==> config.mk <==
export PLATFORM = sky130hd
export DESIGN_NAME = mbpb_bridge
export DESIGN_NICKNAME = d
export VERILOG_FILES = /design/src/hdl/mbpb_pkg.sv /design/src/hdl/mbpb_bridge.sv
export SDC_FILE = /design/constraint.sdc
export NUM_CORES = 1
export LEC_CHECK = 0
export ABC_AREA = 1
export ABC_CLOCK_PERIOD_IN_PS = 13100
export BUFFER_PORTS_ARGS = -buffer_cell sky130_fd_sc_hd__buf_4
export CAP_MARGIN = 20
export CORE_AREA = 2 2 225 227
export CTS_CLUSTER_SIZE = 28
export DETAILED_ROUTE_END_ITERATION = 8
export DIE_AREA = 0 0 227 229
export GPL_TIMING_DRIVEN = 0
export PLACE_DENSITY = 0.65
export SLEW_MARGIN = 10
export SYNTH_ARGS = -nofsm -noshare
export SYNTH_HDL_FRONTEND = slang
export SYNTH_SLANG_ARGS = --single-unit
==> constraint.sdc <==
create_clock -name clk -period 13.1 [get_ports clk]
set_input_delay 1.31 -clock clk [delete_from_list [all_inputs] [get_ports clk]]
set_output_delay 1.31 -clock clk [all_outputs]
set_load 0.02 [all_outputs]
==> src/hdl/mbpb_pkg.sv <==
/*
  Constants for the memory bus arbiter and peripheral bridge: channel
  indices, target decode, frame decode, wait states, bridge states.
  Assumes one processor clock and an asynchronous active-high reset.
*/
package mbpb_pkg;
  localparam int N_CH = 6;
  localparam int N_MEM = 2;
  localparam int CH_DW = 0;
  localparam int CH_PW = 1;
  localparam int CH_DR = 2;
  localparam int CH_PRD = 3;
  localparam int CH_FE = 4;
  localparam int CH_DMA = 5;
  localparam int PG_AW = 22;
  localparam int DW = 32;
  localparam int AW = 32;
  localparam int PER_AW = 16;
  localparam logic [1:0] T_MEM0 = 2'h0;
  localparam logic [1:0] T_MEM1 = 2'h1;
  localparam logic [1:0] T_PER = 2'h2;
  localparam int MEM_BANK_BIT = 16;
  localparam logic [15:0] PER_HI = 16'h0000;
  localparam logic [3:0] PF1_NIB = 4'h8;
  localparam logic [3:0] PF2_NIB = 4'h9;
  localparam logic [3:0] PF3_NIB = 4'hA;
  localparam logic [1:0] RD_WAIT = 2'h2;
  localparam logic [1:0] SLOT_RB = 2'h0;
  localparam logic [1:0] SLOT_PG = 2'h1;
  localparam logic [1:0] SLOT_DMA = 2'h2;
  typedef enum logic [2:0] {
    PS_IDLE = 3'b001,
    PS_GAP = 3'b010,
    PS_ACC = 3'b100
  } mbpb_pstate_t;
  localparam mbpb_pstate_t PS_RESET = PS_IDLE;
endpackage

==> src/hdl/mbpb_bridge.sv <==
/*
  Memory bus arbiter with peripheral bridge: five core channels and one
  DMA channel arbitrated per target over two memory banks and one
  peripheral bus with three frame types.
  Assumes requesters hold request, address and data until their ack, and
  targets run on the same clock; memory returns read data one cycle after
  its enable.
*/
`timescale 1ns/10ps
module mbpb_bridge (
  // clock and reset
  input wire logic clk,
  input wire logic rst,
  // data write bus (data and program writes)
  input wire logic dw_req,
  input wire logic pw_req,
  input wire logic [mbpb_pkg::AW-1:0] wb_addr,
  input wire logic [mbpb_pkg::DW-1:0] wb_wdata,
  input wire logic wb_sz32,
  output logic dw_ack,
  output logic pw_ack,
  // data read bus
  input wire logic dr_req,
  input wire logic [mbpb_pkg::AW-1:0] rb_addr,
  input wire logic rb_sz32,
  output logic dr_ack,
  output logic [mbpb_pkg::DW-1:0] rb_rdata,
  // program read bus (program reads and fetches)
  input wire logic prd_req,
  input wire logic fe_req,
  input wire logic [mbpb_pkg::PG_AW-1:0] pg_addr,
  output logic prd_ack,
  output logic fe_ack,
  output logic [mbpb_pkg::DW-1:0] pg_rdata,
  // dma engine
  input wire logic dma_req,
  input wire logic dma_we,
  input wire logic dma_sz32,
  input wire logic [mbpb_pkg::AW-1:0] dma_addr,
  input wire logic [mbpb_pkg::DW-1:0] dma_wdata,
  output logic dma_ack,
  output logic [mbpb_pkg::DW-1:0] dma_rdata,
  // memory banks
  output logic [mbpb_pkg::N_MEM-1:0] mem_en,
  output logic [mbpb_pkg::N_MEM-1:0] mem_we,
  output logic [mbpb_pkg::N_MEM-1:0][mbpb_pkg::AW-1:0] mem_addr,
  output logic [mbpb_pkg::N_MEM-1:0][mbpb_pkg::DW-1:0] mem_wdata,
  input wire logic [mbpb_pkg::N_MEM-1:0][mbpb_pkg::DW-1:0] mem_rdata,
  // peripheral bus
  output logic per_strobe,
  output logic per_we,
  output logic per_sz32,
  output logic [2:0] per_frame,
  output logic [mbpb_pkg::PER_AW-1:0] per_addr,
  output logic [mbpb_pkg::DW-1:0] per_wdata,
  input wire logic [mbpb_pkg::DW-1:0] per_rdata,
  input wire logic per_ready
);
  import mbpb_pkg::*;

  typedef struct packed {
    logic [N_CH-1:0] busy;
    logic [N_CH-1:0] ack;
    logic [2:0][DW-1:0] rdata;
    logic [N_MEM-1:0] mem_en;
    logic [N_MEM-1:0] mem_we;
    logic [N_MEM-1:0][AW-1:0] mem_addr;
    logic [N_MEM-1:0][DW-1:0] mem_wdata;
    logic [N_MEM-1:0][2:0] mem_own;
    logic [N_MEM-1:0] ret;
    logic [N_MEM-1:0] ret_we;
    logic [N_MEM-1:0][2:0] ret_own;
    logic [N_MEM:0] conf;
    mbpb_pstate_t ps;
    logic [2:0] per_own;
    logic per_strobe;
    logic per_we;
    logic per_sz32;
    logic per_f1w;
    logic [2:0] per_frame;
    logic [PER_AW-1:0] per_addr;
    logic [DW-1:0] per_wdata;
    logic [1:0] per_cnt;
  } mbpb_state_t;

  mbpb_state_t s_q;
  mbpb_state_t s_d;
  logic [N_CH-1:0] ch_req;
  logic [N_CH-1:0] ch_wr;
  logic [N_CH-1:0] ch_sz32;
  logic [N_CH-1:0][AW-1:0] ch_addr;
  logic [N_CH-1:0][DW-1:0] ch_wdata;

  // target of an address: peripheral frame or memory bank
  function automatic logic [2:0] frame_of(input logic [AW-1:0] a);
    logic [2:0] f;
    f = 3'h0;
    if (a[31:16] == PER_HI) begin
      if (a[15:12] == PF1_NIB) f = 3'h1;
      if (a[15:12] == PF2_NIB) f = 3'h2;
      if (a[15:12] == PF3_NIB) f = 3'h4;
    end
    return f;
  endfunction

  function automatic logic [1:0] tgt_of(input logic [AW-1:0] a);
    logic [1:0] t;
    t = a[MEM_BANK_BIT] ? T_MEM1 : T_MEM0;
    if (frame_of(a) != 3'h0) t = T_PER;
    return t;
  endfunction

  // read data slot of a channel
  function automatic logic [1:0] slot_of(input logic [2:0] c);
    logic [1:0] r;
    r = SLOT_RB;
    if (c == 3'(CH_PRD) || c == 3'(CH_FE)) r = SLOT_PG;
    if (c == 3'(CH_DMA)) r = SLOT_DMA;
    return r;
  endfunction

  // fixed priority pick, lowest index wins; bit 3 is found
  function automatic logic [3:0] pick(input logic [N_CH-1:0] c);
    logic [3:0] r;
    r = 4'h0;
    for (int i = N_CH - 1; i >= 0; i--) begin
      if (c[i]) r = {1'b1, 3'(i)};
    end
    return r;
  endfunction

  // channel gathering; program buses carry 22-bit addresses
  assign ch_req = {dma_req, fe_req, prd_req, dr_req, pw_req, dw_req};
  assign ch_wr = {dma_we, 1'b0, 1'b0, 1'b0, 1'b1, 1'b1};
  assign ch_sz32 = {dma_sz32, 1'b1, 1'b1, rb_sz32, wb_sz32, wb_sz32};
  assign ch_addr[CH_DW] = wb_addr;
  assign ch_addr[CH_PW] = {10'h000, wb_addr[PG_AW-1:0]};
  assign ch_addr[CH_DR] = rb_addr;
  assign ch_addr[CH_PRD] = {10'h000, pg_addr};
  assign ch_addr[CH_FE] = {10'h000, pg_addr};
  assign ch_addr[CH_DMA] = dma_addr;
  assign ch_wdata[CH_DW] = wb_wdata;
  assign ch_wdata[CH_PW] = wb_wdata;
  assign ch_wdata[CH_DR] = 32'h0000_0000;
  assign ch_wdata[CH_PRD] = 32'h0000_0000;
  assign ch_wdata[CH_FE] = 32'h0000_0000;
  assign ch_wdata[CH_DMA] = dma_wdata;

  always_comb begin
    logic [N_CH-1:0] elig;
    logic [N_CH-1:0] cand;
    logic [3:0] w;
    logic [2:0] f;
    logic done;
    elig = '0;
    cand = '0;
    w = 4'h0;
    f = 3'h0;
    done = 1'b0;
    s_d = s_q;
    s_d.ack = '0;
    s_d.mem_en = '0;
    s_d.ret = s_q.mem_en;
    s_d.ret_we = s_q.mem_we;
    s_d.ret_own = s_q.mem_own;
    // memory returns, one cycle after enable
    for (int b = 0; b < N_MEM; b++) begin
      if (s_q.ret[b]) begin
        s_d.ack[s_q.ret_own[b]] = 1'b1;
        s_d.busy[s_q.ret_own[b]] = 1'b0;
        if (!s_q.ret_we[b]) s_d.rdata[slot_of(s_q.ret_own[b])] = mem_rdata[b];
      end
    end
    // requests not yet served stay eligible every cycle
    elig = ch_req & ~s_q.busy & ~s_q.ack;
    // each memory bank arbitrates on its own
    for (int b = 0; b < N_MEM; b++) begin
      for (int i = 0; i < N_CH; i++) begin
        cand[i] = elig[i] && tgt_of(ch_addr[i]) == 2'(b);
      end
      w = pick(cand);
      if (|cand[N_CH-2:0] && cand[CH_DMA] && !s_q.conf[b]) begin
        s_d.conf[b] = 1'b1;
      end else if (w[3]) begin
        s_d.conf[b] = 1'b0;
        s_d.busy[w[2:0]] = 1'b1;
        s_d.mem_en[b] = 1'b1;
        s_d.mem_we[b] = ch_wr[w[2:0]];
        s_d.mem_addr[b] = ch_addr[w[2:0]];
        s_d.mem_wdata[b] = ch_wdata[w[2:0]];
        s_d.mem_own[b] = w[2:0];
      end
    end
    // peripheral bridge arbitration, only when the bus is idle
    for (int i = 0; i < N_CH; i++) begin
      cand[i] = elig[i] && tgt_of(ch_addr[i]) == T_PER;
    end
    w = pick(cand);
    if (s_q.ps == PS_IDLE) begin
      if (|cand[N_CH-2:0] && cand[CH_DMA] && !s_q.conf[N_MEM]) begin
        s_d.conf[N_MEM] = 1'b1;
      end else if (w[3]) begin
        s_d.conf[N_MEM] = 1'b0;
        f = frame_of(ch_addr[w[2:0]]);
        if ((f[1] && ch_sz32[w[2:0]]) || (w[2:0] == 3'(CH_DMA) && !f[2])) begin
          // refused access: answered at once, no bus cycle
          s_d.ack[w[2:0]] = 1'b1;
          if (!ch_wr[w[2:0]]) s_d.rdata[slot_of(w[2:0])] = 32'h0000_0000;
        end else begin
          s_d.busy[w[2:0]] = 1'b1;
          s_d.per_own = w[2:0];
          s_d.per_we = ch_wr[w[2:0]];
          s_d.per_sz32 = ch_sz32[w[2:0]];
          s_d.per_frame = f;
          s_d.per_addr = ch_addr[w[2:0]][PER_AW-1:0];
          s_d.per_wdata = ch_wdata[w[2:0]];
          s_d.per_cnt = 2'h0;
          s_d.per_f1w = 1'b0;
          if (f[0] && ch_wr[w[2:0]] && s_q.per_f1w) begin
            s_d.ps = PS_GAP;
          end else begin
            s_d.ps = PS_ACC;
            s_d.per_strobe = 1'b1;
          end
        end
      end
    end
    // peripheral transfer sequencing
    case (s_q.ps)
      PS_IDLE: begin
      end
      PS_GAP: begin
        s_d.ps = PS_ACC;
        s_d.per_strobe = 1'b1;
      end
      PS_ACC: begin
        if (s_q.per_frame[1]) begin
          done = s_q.per_we || s_q.per_cnt == RD_WAIT;
        end else begin
          done = per_ready && (s_q.per_we || s_q.per_cnt == RD_WAIT);
        end
        if (s_q.per_cnt != RD_WAIT) s_d.per_cnt = s_q.per_cnt + 2'h1;
        if (done) begin
          s_d.ps = PS_IDLE;
          s_d.per_strobe = 1'b0;
          s_d.ack[s_q.per_own] = 1'b1;
          s_d.busy[s_q.per_own] = 1'b0;
          s_d.per_f1w = s_q.per_frame[0] && s_q.per_we;
          if (!s_q.per_we) begin
            s_d.rdata[slot_of(s_q.per_own)] = s_q.per_sz32 ? per_rdata :
                                              {16'h0000, per_rdata[15:0]};
          end
        end
      end
      default: begin
        s_d.ps = PS_IDLE;
        s_d.per_strobe = 1'b0;
      end
    endcase
  end

  always_ff @(posedge clk or posedge rst) begin
    if (rst) begin
      s_q <= '0;
      s_q.ps <= PS_RESET;
    end else begin
      s_q <= s_d;
    end
  end

  // outputs straight from state
  assign dw_ack = s_q.ack[CH_DW];
  assign pw_ack = s_q.ack[CH_PW];
  assign dr_ack = s_q.ack[CH_DR];
  assign prd_ack = s_q.ack[CH_PRD];
  assign fe_ack = s_q.ack[CH_FE];
  assign dma_ack = s_q.ack[CH_DMA];
  assign rb_rdata = s_q.rdata[SLOT_RB];
  assign pg_rdata = s_q.rdata[SLOT_PG];
  assign dma_rdata = s_q.rdata[SLOT_DMA];
  assign mem_en = s_q.mem_en;
  assign mem_we = s_q.mem_we;
  assign mem_addr = s_q.mem_addr;
  assign mem_wdata = s_q.mem_wdata;
  assign per_strobe = s_q.per_strobe;
  assign per_we = s_q.per_we;
  assign per_sz32 = s_q.per_sz32;
  assign per_frame = s_q.per_frame;
  assign per_addr = s_q.per_addr;
  assign per_wdata = s_q.per_wdata;
endmodule

# Word-level counts from Yosys, hierarchy flattened
# Index checks and enable logic that the tools add are counted.
dict set report op_classes {
  n_mux 158
  addsub 1
  bitwise_logic 22
  eq_ne 42
  n_reduce_logical 76
  order_cmp 20
}
# cell n
set ops {}
lappend ops {{$mux 108} 7}
lappend ops {{$bmux 32 s3} 6}
lappend ops {{$mux 96} 4}
lappend ops {{$mux 32} 11}
lappend ops {{$bwmux 96} 3}
lappend ops {{$demux 32 s2} 4}
lappend ops {{$mux 63} 4}
lappend ops {{$mux 102} 1}
lappend ops {{$and 96x96->96} 1}
lappend ops {{$logic_not 16->1} 6}
lappend ops {{$not 96->96} 1}
lappend ops {{$mux 4} 18}
lappend ops {{$eq 4x4->1 const B} 15}
lappend ops {{$mux 3} 20}
lappend ops {{$mux 2} 24}
lappend ops {{$logic_and 1x1->1} 40}
lappend ops {{$mux 1} 39}
lappend ops {{$or 6x6->6} 6}
lappend ops {{$and 6x6->6} 5}
lappend ops {{$mux 6} 5}
lappend ops {{$not 6->6} 5}
lappend ops {{$eq 3x3->1 const B} 9}
lappend ops {{$lt 3x4->1 const B} 6}
lappend ops {{$demux 1 s3} 6}
lappend ops {{other kinds (21)} 73}
dict set report word_totals {
  elab_cells 350
  out_inout_bits 288
  in_bits 291
  regBits 322
}

# Logic depth before layout (Yosys ltp)
# Gate-level depths: netlist of the first run.
dict set report logic_depth {
  ltp_word 47
  mapped_depth 23
  ltp_nobuf 21
}

# Least setup slack after synthesis of the first run
# No wires, ideal clock.
dict set report synth_path {
  kind {input to register}
  from {input rb_addr[15] (netlist name)}
  to {register s_q (netlist bit per_addr[0])}
  cell_stages 19
  t_arrival_ns 3.344
  required_ns 12.983
  path_buffers 2
  setup_time_ns 0.117
  setup_slack_ns 9.639
  cell_sequence {inv_1 nor2_1 nand3_1 nor2_1 nand3_2 a21oi_2 nand3_1 nand2_2 nand2_1 nand2_1 nand4_1 nand2_2 nand2_4 nor2_4 buf_6 buf_6 nand2_1 o21ai_1 inv_2}
}
dict set report synth_between {
  elab_chain_cells 25
  word_cells_on_any_way 38
  cone_classes {7 x eq/ne; 18 x mux; 2 x bitwise; 11 x reduce/logical}
}
# element line_no
set synth_lines {}
lappend synth_lines {{from (decl)} mbpb_bridge.sv:24} ;# input wire logic [mbpb_pkg::AW-1:0] rb_addr,
lappend synth_lines {{$eq 4x4->1} mbpb_bridge.sv:99} ;# if (a[15:12] == PF1_NIB) f = 3'h1;
lappend synth_lines {{$mux 1} mbpb_bridge.sv:99}
lappend synth_lines {{$mux 3} mbpb_bridge.sv:100} ;# if (a[15:12] == PF2_NIB) f = 3'h2;
lappend synth_lines {{$mux 3} mbpb_bridge.sv:101} ;# if (a[15:12] == PF3_NIB) f = 3'h4;
lappend synth_lines {{$mux 3} mbpb_bridge.sv:98} ;# if (a[31:16] == PER_HI) begin
lappend synth_lines {{$reduce_bool 3->1} mbpb_bridge.sv:109} ;# if (frame_of(a) != 3'h0) t = T_PER;
lappend synth_lines {{$mux 2} mbpb_bridge.sv:109}
lappend synth_lines {{$eq 2x2->1} mbpb_bridge.sv:196} ;# cand[i] = elig[i] && tgt_of(ch_addr[i]) == T_PER;
lappend synth_lines {{[... 9 more ...]} --}
lappend synth_lines {{$mux 3 (on tied branches)} {mbpb_bridge.sv:98, mbpb_bridge.sv:202}}
lappend synth_lines {{$mux 3 (on tied branches)} {mbpb_bridge.sv:202, mbpb_bridge.sv:200}}
lappend synth_lines {{$mux 3 (on tied branches)} {mbpb_bridge.sv:200, mbpb_bridge.sv:199}}
lappend synth_lines {{$mux 3 / $logic_not 1->1 (equally long branches)} {mbpb_bridge.sv:199, mbpb_bridge.sv:205}}
lappend synth_lines {{$logic_and 1x1->1} mbpb_bridge.sv:205} ;# if ((f[1] && ch_sz32[w[2:0]]) || (w[2:0] == 3'(CH_DMA) && !f[2])) begin
lappend synth_lines {{$logic_or 1x1->1} mbpb_bridge.sv:205}
lappend synth_lines {{$not 1->1 (no source line)} --}
lappend synth_lines {{$reduce_and 4->1 (no source line)} --}
lappend synth_lines {{to (decl)} mbpb_bridge.sv:86} ;# mbpb_state_t s_q;
# Parallel ways exist; a longest one is shown, timed or not. The select of a mux whose other input is x is not followed.
# A chain may end at the register's enable or synchronous reset.

==> metrics.md, run 1 <==
| Metric | Value |
|---|---|
| Outcome | `complete, no violations` |
| Hold-fix buffers, CTS | `0` |
| Mapped cell area | `approximately 21000 sq um` |
| Fmax | `226 MHz` |
| Total power | `6.46 mW` |
| Yosys warns | `0` |
| Mapped Nets | `~3200` |
| Cts bufs inserted | `40` |
| Worst slew pin tran | `1.18 ns` |
| Setup violations, final | `0` |
| Post-CTS sizing | `0` |
| Sequential fraction of the synthesis area | `0.386` |
| Worst hold stages | `0` |
| Fillers | `4944` |
| Placer Congestion | `0.956` |
| Crit Path Category | `in -> reg` |
| CP Capture Type | `flip-flop` |
| Post-DP HPWL | `76.1 mm` |
| # rows | `82` |
| CTS root buf | `clkbuf_16` |
| Final WL | `100 mm` |
| Maximum clock path buffer count | `3` |
| Final Cycle Share | `0.337` |
| Average via count per standard cell | `5.61` |
| Mean Syn Cell Area | `about 7.2 sq um` |
| Chain of cells forming the critical path | `buf_4 > nor2_1 > nor2_1 > inv_1 > nor3_1 > inv_1 > nor2_1 > inv_1 > clkbuf_1 > clkbuf_1 > nand3_1 > nand2_1` |
| Maximum vdd drop | `~110 uV` |
| Layout area overhead | `32.1%` |
| CTS tree | `built` |
| Detail Route Antenna Nets | `0` |
| Startpoint type of the worst setup path | `primary input` |
| Number of global-route vias before repair | `23500` |
| Buf/Inv on CP | `6` |
| Vias | `23800` |
| WL/cell | `23.6 microns` |
| GRT Total Usage | `0.374` |
| Critical R2R Launch | `s_q[0]$_DFF_PP0_` |
| Yosys reg bits | `322` |
| Mapped Cells | `2906` |
| Final TNS setup | `0 ns` |
| Post-route DRC | `0` |
| Max incr delay on CP | `0.83 ns` |
| Grt ovf | `0` |
| Worst r2r path cells | `12` |
| Initial Utilization | `0.420` |
| PwrDens | `234 nW/um^2` |
| Final Hold Fails | `0` |
| R2r setup slk | `8.96 ns` |
| Worst Skew | `0.0214 ns` |
| Peak fanout along the critical path | `10` |
| R2R Path End | `dma_rdata[4]$_DFF_PP0_` |
| Num ports | `between 500 and 600` |
| Pre-Repair DR Iteration Count | `8` |
| Post-route minimum period | `4.42 ns` |
| Yosys cell types | `51` |
| TritonCTS Sinks | `322` |
| Die height | `229 microns` |
| Multi-input logic area | `8890 sq um` |
| Core box area | `49700 sq um` |
| PortBufs | `~580` |
| Die area | `52000 sq um` |
| WP data arrival | `4.88 ns` |
| Die width | `227 microns` |
| Ys async rst share | `1.00` |
| Area leader, netlist | `dfrtp_1` |
| Largest net degree at the start of global routing | `95` |
| Most common cell in the netlist | `nand2_1` |
| Synth area leaders | `dfrtp_1 (38%), nand2_1 (12%), buf_4 (10%), o21ai_0 (8.1%), a21oi_1 (4.4%)` |
| Max transition margin | `0.214` |
| Total Nets Final | `3820` |
| Post-synth EDFFs | `0` |
| Hold_sp | `s_d[68]$_DFFE_PP0P_` |
| Main synth FF type | `dfrtp_1` |
| Slowest stage cell, crit path | `nor2_1` |
| Slew Limit Fails | `0` |
| Clk Latency, worst-skew pair | `0.58 ns` |
| Max_cap viols | `0` |
| Critical path required time | `13.56 ns` |
| Reg area | `8060 sq um` |
| Clock transition at the registers of the reported paths | `around 0.060 ns` |
| Initial antenna violation count | `12` |
| Top-area cell type share of the netlist area | `0.385` |
| Hold/Removal Path Class | `reg -> reg` |
| WHS Endpoint | `s_q[68]$_DFF_PP0_` |
| Share of cells above drive strength 1 | `0.289` |
| Most frequent cells after synthesis | `nand2_1 (649), o21ai_0 (337), dfrtp_1 (321), buf_4 (285), inv_1 (239)` |
| Delay-heaviest family, CP | `simple AND/OR/NAND/NOR gates` |
| 1st-iter DRT viols | `roughly 2400` |
| H-tree levels | `2` |
| First-pass GRT wire length | `146 mm` |
| Postcts setup bufs | `0` |
| LEAKAGE | `between 10 and 15 nW` |
| Unrepaired setup endpoints after global routing | `no` |
-- through the flow --
stage                util  setup WS [ns]  hold slack [ns]  area [sq um]  std cells
floorplan               -           2.88            0.354         20900       2906
global placement    0.525          -1.46            0.364         26000       4156
detailed placement  0.526           8.25            0.364         26100       4159
CTS                 0.555           8.85            0.377         27500       4231
global route        0.555           8.63            0.393         27600       4238
finish              0.555           8.68            0.379         27600       4238
-- cell families (layout without fill, tap and decap cells) --
kind of cell,Yosys count,count (layout),synth area share
buffers and inverters,743,1396,0.188
AOI/OAI and AO/OA,792,792,0.222
other,0,7,0
DFF,322,322,0.386
and+or+nand+nor,1049,1049,0.204
-- how the worst max path moves through the flow --
stage	startpoint	end	slack, ns	cells after the start
4_1_cts	pw_req	mem_wdata[34]$_DFFE_PP0P_	8.85	14
3_5_place_dp	pw_req	mem_wdata[32]$_DFFE_PP0P_	8.25	14
6_report	per_ready	dma_rdata[4]$_DFF_PP0_	8.68	12
2_1_floorplan	rst	dma_ack$_DFF_PP0_	2.88	1
3_3_place_gp	rst	per_wdata[12]$_DFFE_PP0P_	-1.46	2
5_1_grt	per_ready	dma_rdata[4]$_DFF_PP0_	8.63	12
-- sequential cells by signal, indices dropped and copies added (netlist names), 2 cells and up --
signal     flops
mem_addr      64
mem_wdata     64
dma_rdata     32
per_wdata     32
pg_rdata      32
rb_rdata      32
s_q           28
per_addr      16
s_d            6
per_frame      3
mem_en         2
mem_we         2
-- routing by layer --
layer / global-route usage / wire length, microns
met5: 0 / 77
met2: 0.593 / 45300
met4: 0.184 / 5290
met1: 0.469 / 38800
met3: 0.102 / 10500
-- where the power goes --
part	internal (mW)	total (mW)	switching (mW)
sequential	1.41	1.70	0.282
clock	0.737	1.22	0.482
combinational	1.47	3.54	2.07
-- worst register-to-register path, delay by kind of cell (launching register included) --
family / cells / cell delay, ns
AND/OR/NAND/NOR: 5 / 1.81
AO/OA/AOI/OAI: 1 / 0.07
buffers and inverters: 6 / 1.74
flip-flops: 1 / 0.40
-- cell type report --
class	instances	share of cell area
Multi-Input combinational cell	1841	0.322
Clock buffer	56	0.0421
Buffer	452	0.103
Timing Repair Buffer	581	0.160
Antenna cell	7	0.000635
Clock inverter	16	0.00899
Sequential cell	322	0.292
Inverter	291	0.0399
Tap cell	672	0.0305
-- cells in the final DEF, fill, tap and decap left out, types with 14 or more instances in the layout --
cell type / instances
a211oi_1: 17
a21oi_1: 182
a22oi_1: 33
a31oi_1: 31
a32o_1: 32
a32oi_1: 33
buf_2: 14
buf_4: 863
clkbuf_1: 146
clkbuf_16: 40
dfrtp_1: 321
inv_1: 238
inv_2: 49
nand2_1: 649
nand3_1: 107
nor2_1: 223
nor3_1: 22
o211ai_1: 23
o21ai_0: 337
o21ai_1: 52
o22ai_1: 15
(Power assumes the default switching activity.)
==> inputs of run 2 (changes only) <==
Settings changed: ABC_AREA 1 to 0, ABC_CLOCK_PERIOD_IN_PS 13100 to 4500, CORE_AREA 2 2 225 227 to 2 2 223 225, DIE_AREA 0 0 227 229 to 0 0 225 227, PLACE_DENSITY 0.65 to 0.64.
Clock period 13.1 ns to 4.5 ns, I/O delays scaled along.
==> run 2 against run 1 <==
Sequential power grew to 2.9 times the previous value. Synthesized cell count is 24% lower. Final area fell by 2.3%. Largest cell class unchanged.
==> metrics.md, run 2 <==
| Metric | Value |
|---|---|
| Outcome | `complete, no violations` |
| Peak fanout along the critical path | `10` |
| Post-DP HPWL | `73.3 mm` |
| Clk Latency, worst-skew pair | `0.58 ns` |
| GRT Total Usage | `0.356` |
| Hold/Removal Path Class | `in -> async` |
| PortBufs | `578` |
| Slew Limit Fails | `0` |
| Mean Syn Cell Area | `9.09 sq um` |
| Commonest non-fill, non-tap cell in the layout | `buf_4` |
| CP Capture Type | `flip-flop` |
| Internal Dissipation | `between 10 and 15 mW` |
| Setup violations, final | `0` |
| Clock transition at the registers of the reported paths | `~0.060 ns` |
| Slowest stage cell, crit path | `nor4b_1` |
| Cells after DPL | `between 3000 and 4000` |
| Cts bufs inserted | `39` |
| Initial antenna violation count | `10` |
| Crit Path Category | `reg -> reg` |
| Pre-Repair DR Iteration Count | `9` |
| Fmax | `around 230 MHz` |
| # rows | `81` |
| M3 GR Usage | `0.0998` |
| Number of global-route vias before repair | `20700` |
| Unrepaired setup endpoints after global routing | `no` |
| Die area | `51100 sq um` |
| LEAKAGE | `around 13 nW` |
| Most frequent cells after synthesis | `nor2_1 (332), dfrtp_1 (321), buf_4 (281), nand2_1 (163), mux2i_1 (107)` |
| Mapped Nets | `2514` |
| Share of cells above drive strength 1 | `0.382` |
| Yosys warns | `0` |
| Average via count per standard cell | `5.97` |
| Grt ovf | `0` |
| Placer Congestion | `a little under 1` |
| Detail Route Antenna Nets | `0` |
| Fillers | `4473` |
| Post-synth EDFFs | `0` |
| Total Nets Final | `about 3100` |
| Post-route DRC | `0` |
| Finished Layout Cells | `~3500` |
| Startpoint type of the worst setup path | `flip-flop` |
| Area leader, netlist | `dfrtp_1` |
| 1st-iter DRT viols | `2280` |
| Postcts setup bufs | `0` |
| Buf/Inv on CP | `1` |
| TritonCTS Sinks | `322` |
| DP Area | `approximately 26000 sq um` |
| Yosys reg bits | `322` |
| Vias | `21000` |
| Die height | `approximately 230 microns` |
| Critical path required time | `4.91 ns` |
| Ys async rst share | `1.00` |
| Delay-heaviest family, CP | `compound AO/OA/AOI/OAI gates` |
| Mapped cell area | `20200 sq um` |
| Die width | `225 microns` |
| WP data arrival | `4.70 ns` |
| Design area | `26900 sq um` |
| Post-route minimum period | `approximately 4.3 ns` |
| M1 GR Usage | `0.442` |
| Most frequent cells in the layout | `buf_4 (860), nor2_1 (331), dfrtp_1 (321), nand2_1 (163), clkbuf_1 (114)` |
| Sequential Power Share | `0.260` |
| Total net switching power | `about 8.2 mW` |
| Final Cycle Share | `0.954` |
| Chain of cells forming the critical path | `nor4b_1 > and4_1 > nand2_2 > o22ai_1 > nor2_2 > a21oi_1 > nand3_1 > o21bai_1 > clkbuf_1 > o21ai_0` |
| Met2 demand-to-capacity share in global routing | `0.589` |
| Final Hold Fails | `0` |
| Yosys cell types | `91` |
| Top-area cell type share of the netlist area | `0.397` |
| H-tree levels | `2` |
| Num ports | `579` |
| Maximum vdd drop | `390 uV` |
| Clock share of power | `0.179` |
| Max incr delay on CP | `approximately 0.59 ns` |
| Mapped Cells | `between 2000 and 2500` |
| Core box area | `48500 sq um` |
| Maximum clock path buffer count | `3` |
| Max_cap viols | `0` |
| PwrDens | `714 nW/um^2` |
| Sequential fraction of the synthesis area | `0.399` |
| WL/cell | `26.7 microns` |
| Layout area overhead | `33.2%` |
| Final core occ | `0.555` |
| Most common cell in the netlist | `nor2_1` |
| Global route hottest layer | `met2` |
| Worst slew pin tran | `1.07 ns` |
| Main synth FF type | `dfrtp_1` |
| Final WL | `approximately 94 mm` |
| CTS root buf | `clkbuf_16` |
| First-pass GRT wire length | `136 mm` |
| Initial Utilization | `0.416` |
| Max transition margin | `0.285` |
| Gate power share | `0.561` |
| Synth area leaders | `dfrtp_1 (40%), buf_4 (10%), nor2_1 (6.2%), mux2i_1 (5.3%), a221oi_1 (4.0%)` |
| Sw frac | `0.424` |
| CTS tree | `built` |
| Worst Skew | `roughly 0.016 ns` |
| Largest net degree at the start of global routing | `39` |
[run 2: layout make-up]
| class | count | area (sq um) | area share |
|---|---|---|---|
| Multi-Input combinational cell | 1463 | 9350 | 0.347 |
| Sequential cell | 322 | 8060 | 0.299 |
| Timing Repair Buffer | 588 | 4530 | 0.168 |
| Buffer | 428 | 2790 | 0.104 |
| Clock buffer | 57 | 1160 | 0.0429 |
| Tap cell | 622 | 778 | 0.0289 |
| Clock inverter | 11 | 200 | 0.00743 |
| Inverter | 10 | 41.3 | 0.00153 |
| Antenna cell | 12 | 30.0 | 0.00111 |
[run 2: per-stage QoR]
stage | setup TNS (ns) | hold slack (ns) | power [mW] | setup slack, ns
3_5_place_dp | -0.185 | 0.362 | 15.6 | -0.0483
5_1_grt | 0 | 0.0877 | 20.2 | 0.0242
3_3_place_gp | -794.40 | 0.361 | 15.5 | -2.52
6_report | 0 | 0.0621 | 19.2 | 0.206
2_1_floorplan | -78.31 | 0.354 | 11.6 | -0.244
4_1_cts | 0 | 0.0654 | 19.1 | 0.148
[run 2: power groups by stage]
stage / logic, mW / clock network (mW) / registers [mW]
2_1_floorplan: 6.91 / 0 / 4.74
3_3_place_gp: 10.5 / 0 / 4.96
3_5_place_dp: 10.7 / 0 / 4.99
4_1_cts: 10.7 / 3.47 / 4.97
5_1_grt: 11.5 / 3.59 / 5.11
6_report: 10.8 / 3.45 / 4.99
[run 2: kinds of logic (layout without fill, tap and decap cells)]
family                 after synthesis  count (layout)  synth area share
muxes                              158             158            0.0814
buffers and inverters              438            1094             0.140
other                                0              12                 0
and+or+nand+nor                    740             740             0.175
AOI/OAI and AO/OA                  565             565             0.205
DFF                                322             322             0.399
[run 2: metal layers]
metal | vias to the layer above | wire length (microns)
met2 | 1317 | 44700
met1 | 10400 | 35500
met4 | 2 | 3590
met5 | - | 12
met3 | 187 | 10100
li1 | 9102 | -
[run 2: path summary, 6_finish.rpt]
path,from,to,slack [ns],depth (start not counted)
min,rst,rb_rdata[18]$_DFF_PP0_,0.06,2
min in group clk,per_rdata[2],dma_rdata[2]$_DFF_PP0_,0.11,3
min reg2reg,mem_en[1]$_DFF_PP0_,s_q[75]$_DFF_PP0_,0.37,0
max reg2reg,dr_ack$_DFF_PP0_,dma_rdata[23]$_DFF_PP0_,0.21,10
max,dr_ack$_DFF_PP0_,dma_rdata[23]$_DFF_PP0_,0.21,10
max in group asynchronous,rst,mem_wdata[23]$_DFFE_PP0P_,3.26,5
[run 2: what timing repair did]
action,CTS,global route
endpoints found under the setup margin,0,18
resized for setup,0,3
hold buffers,0,0
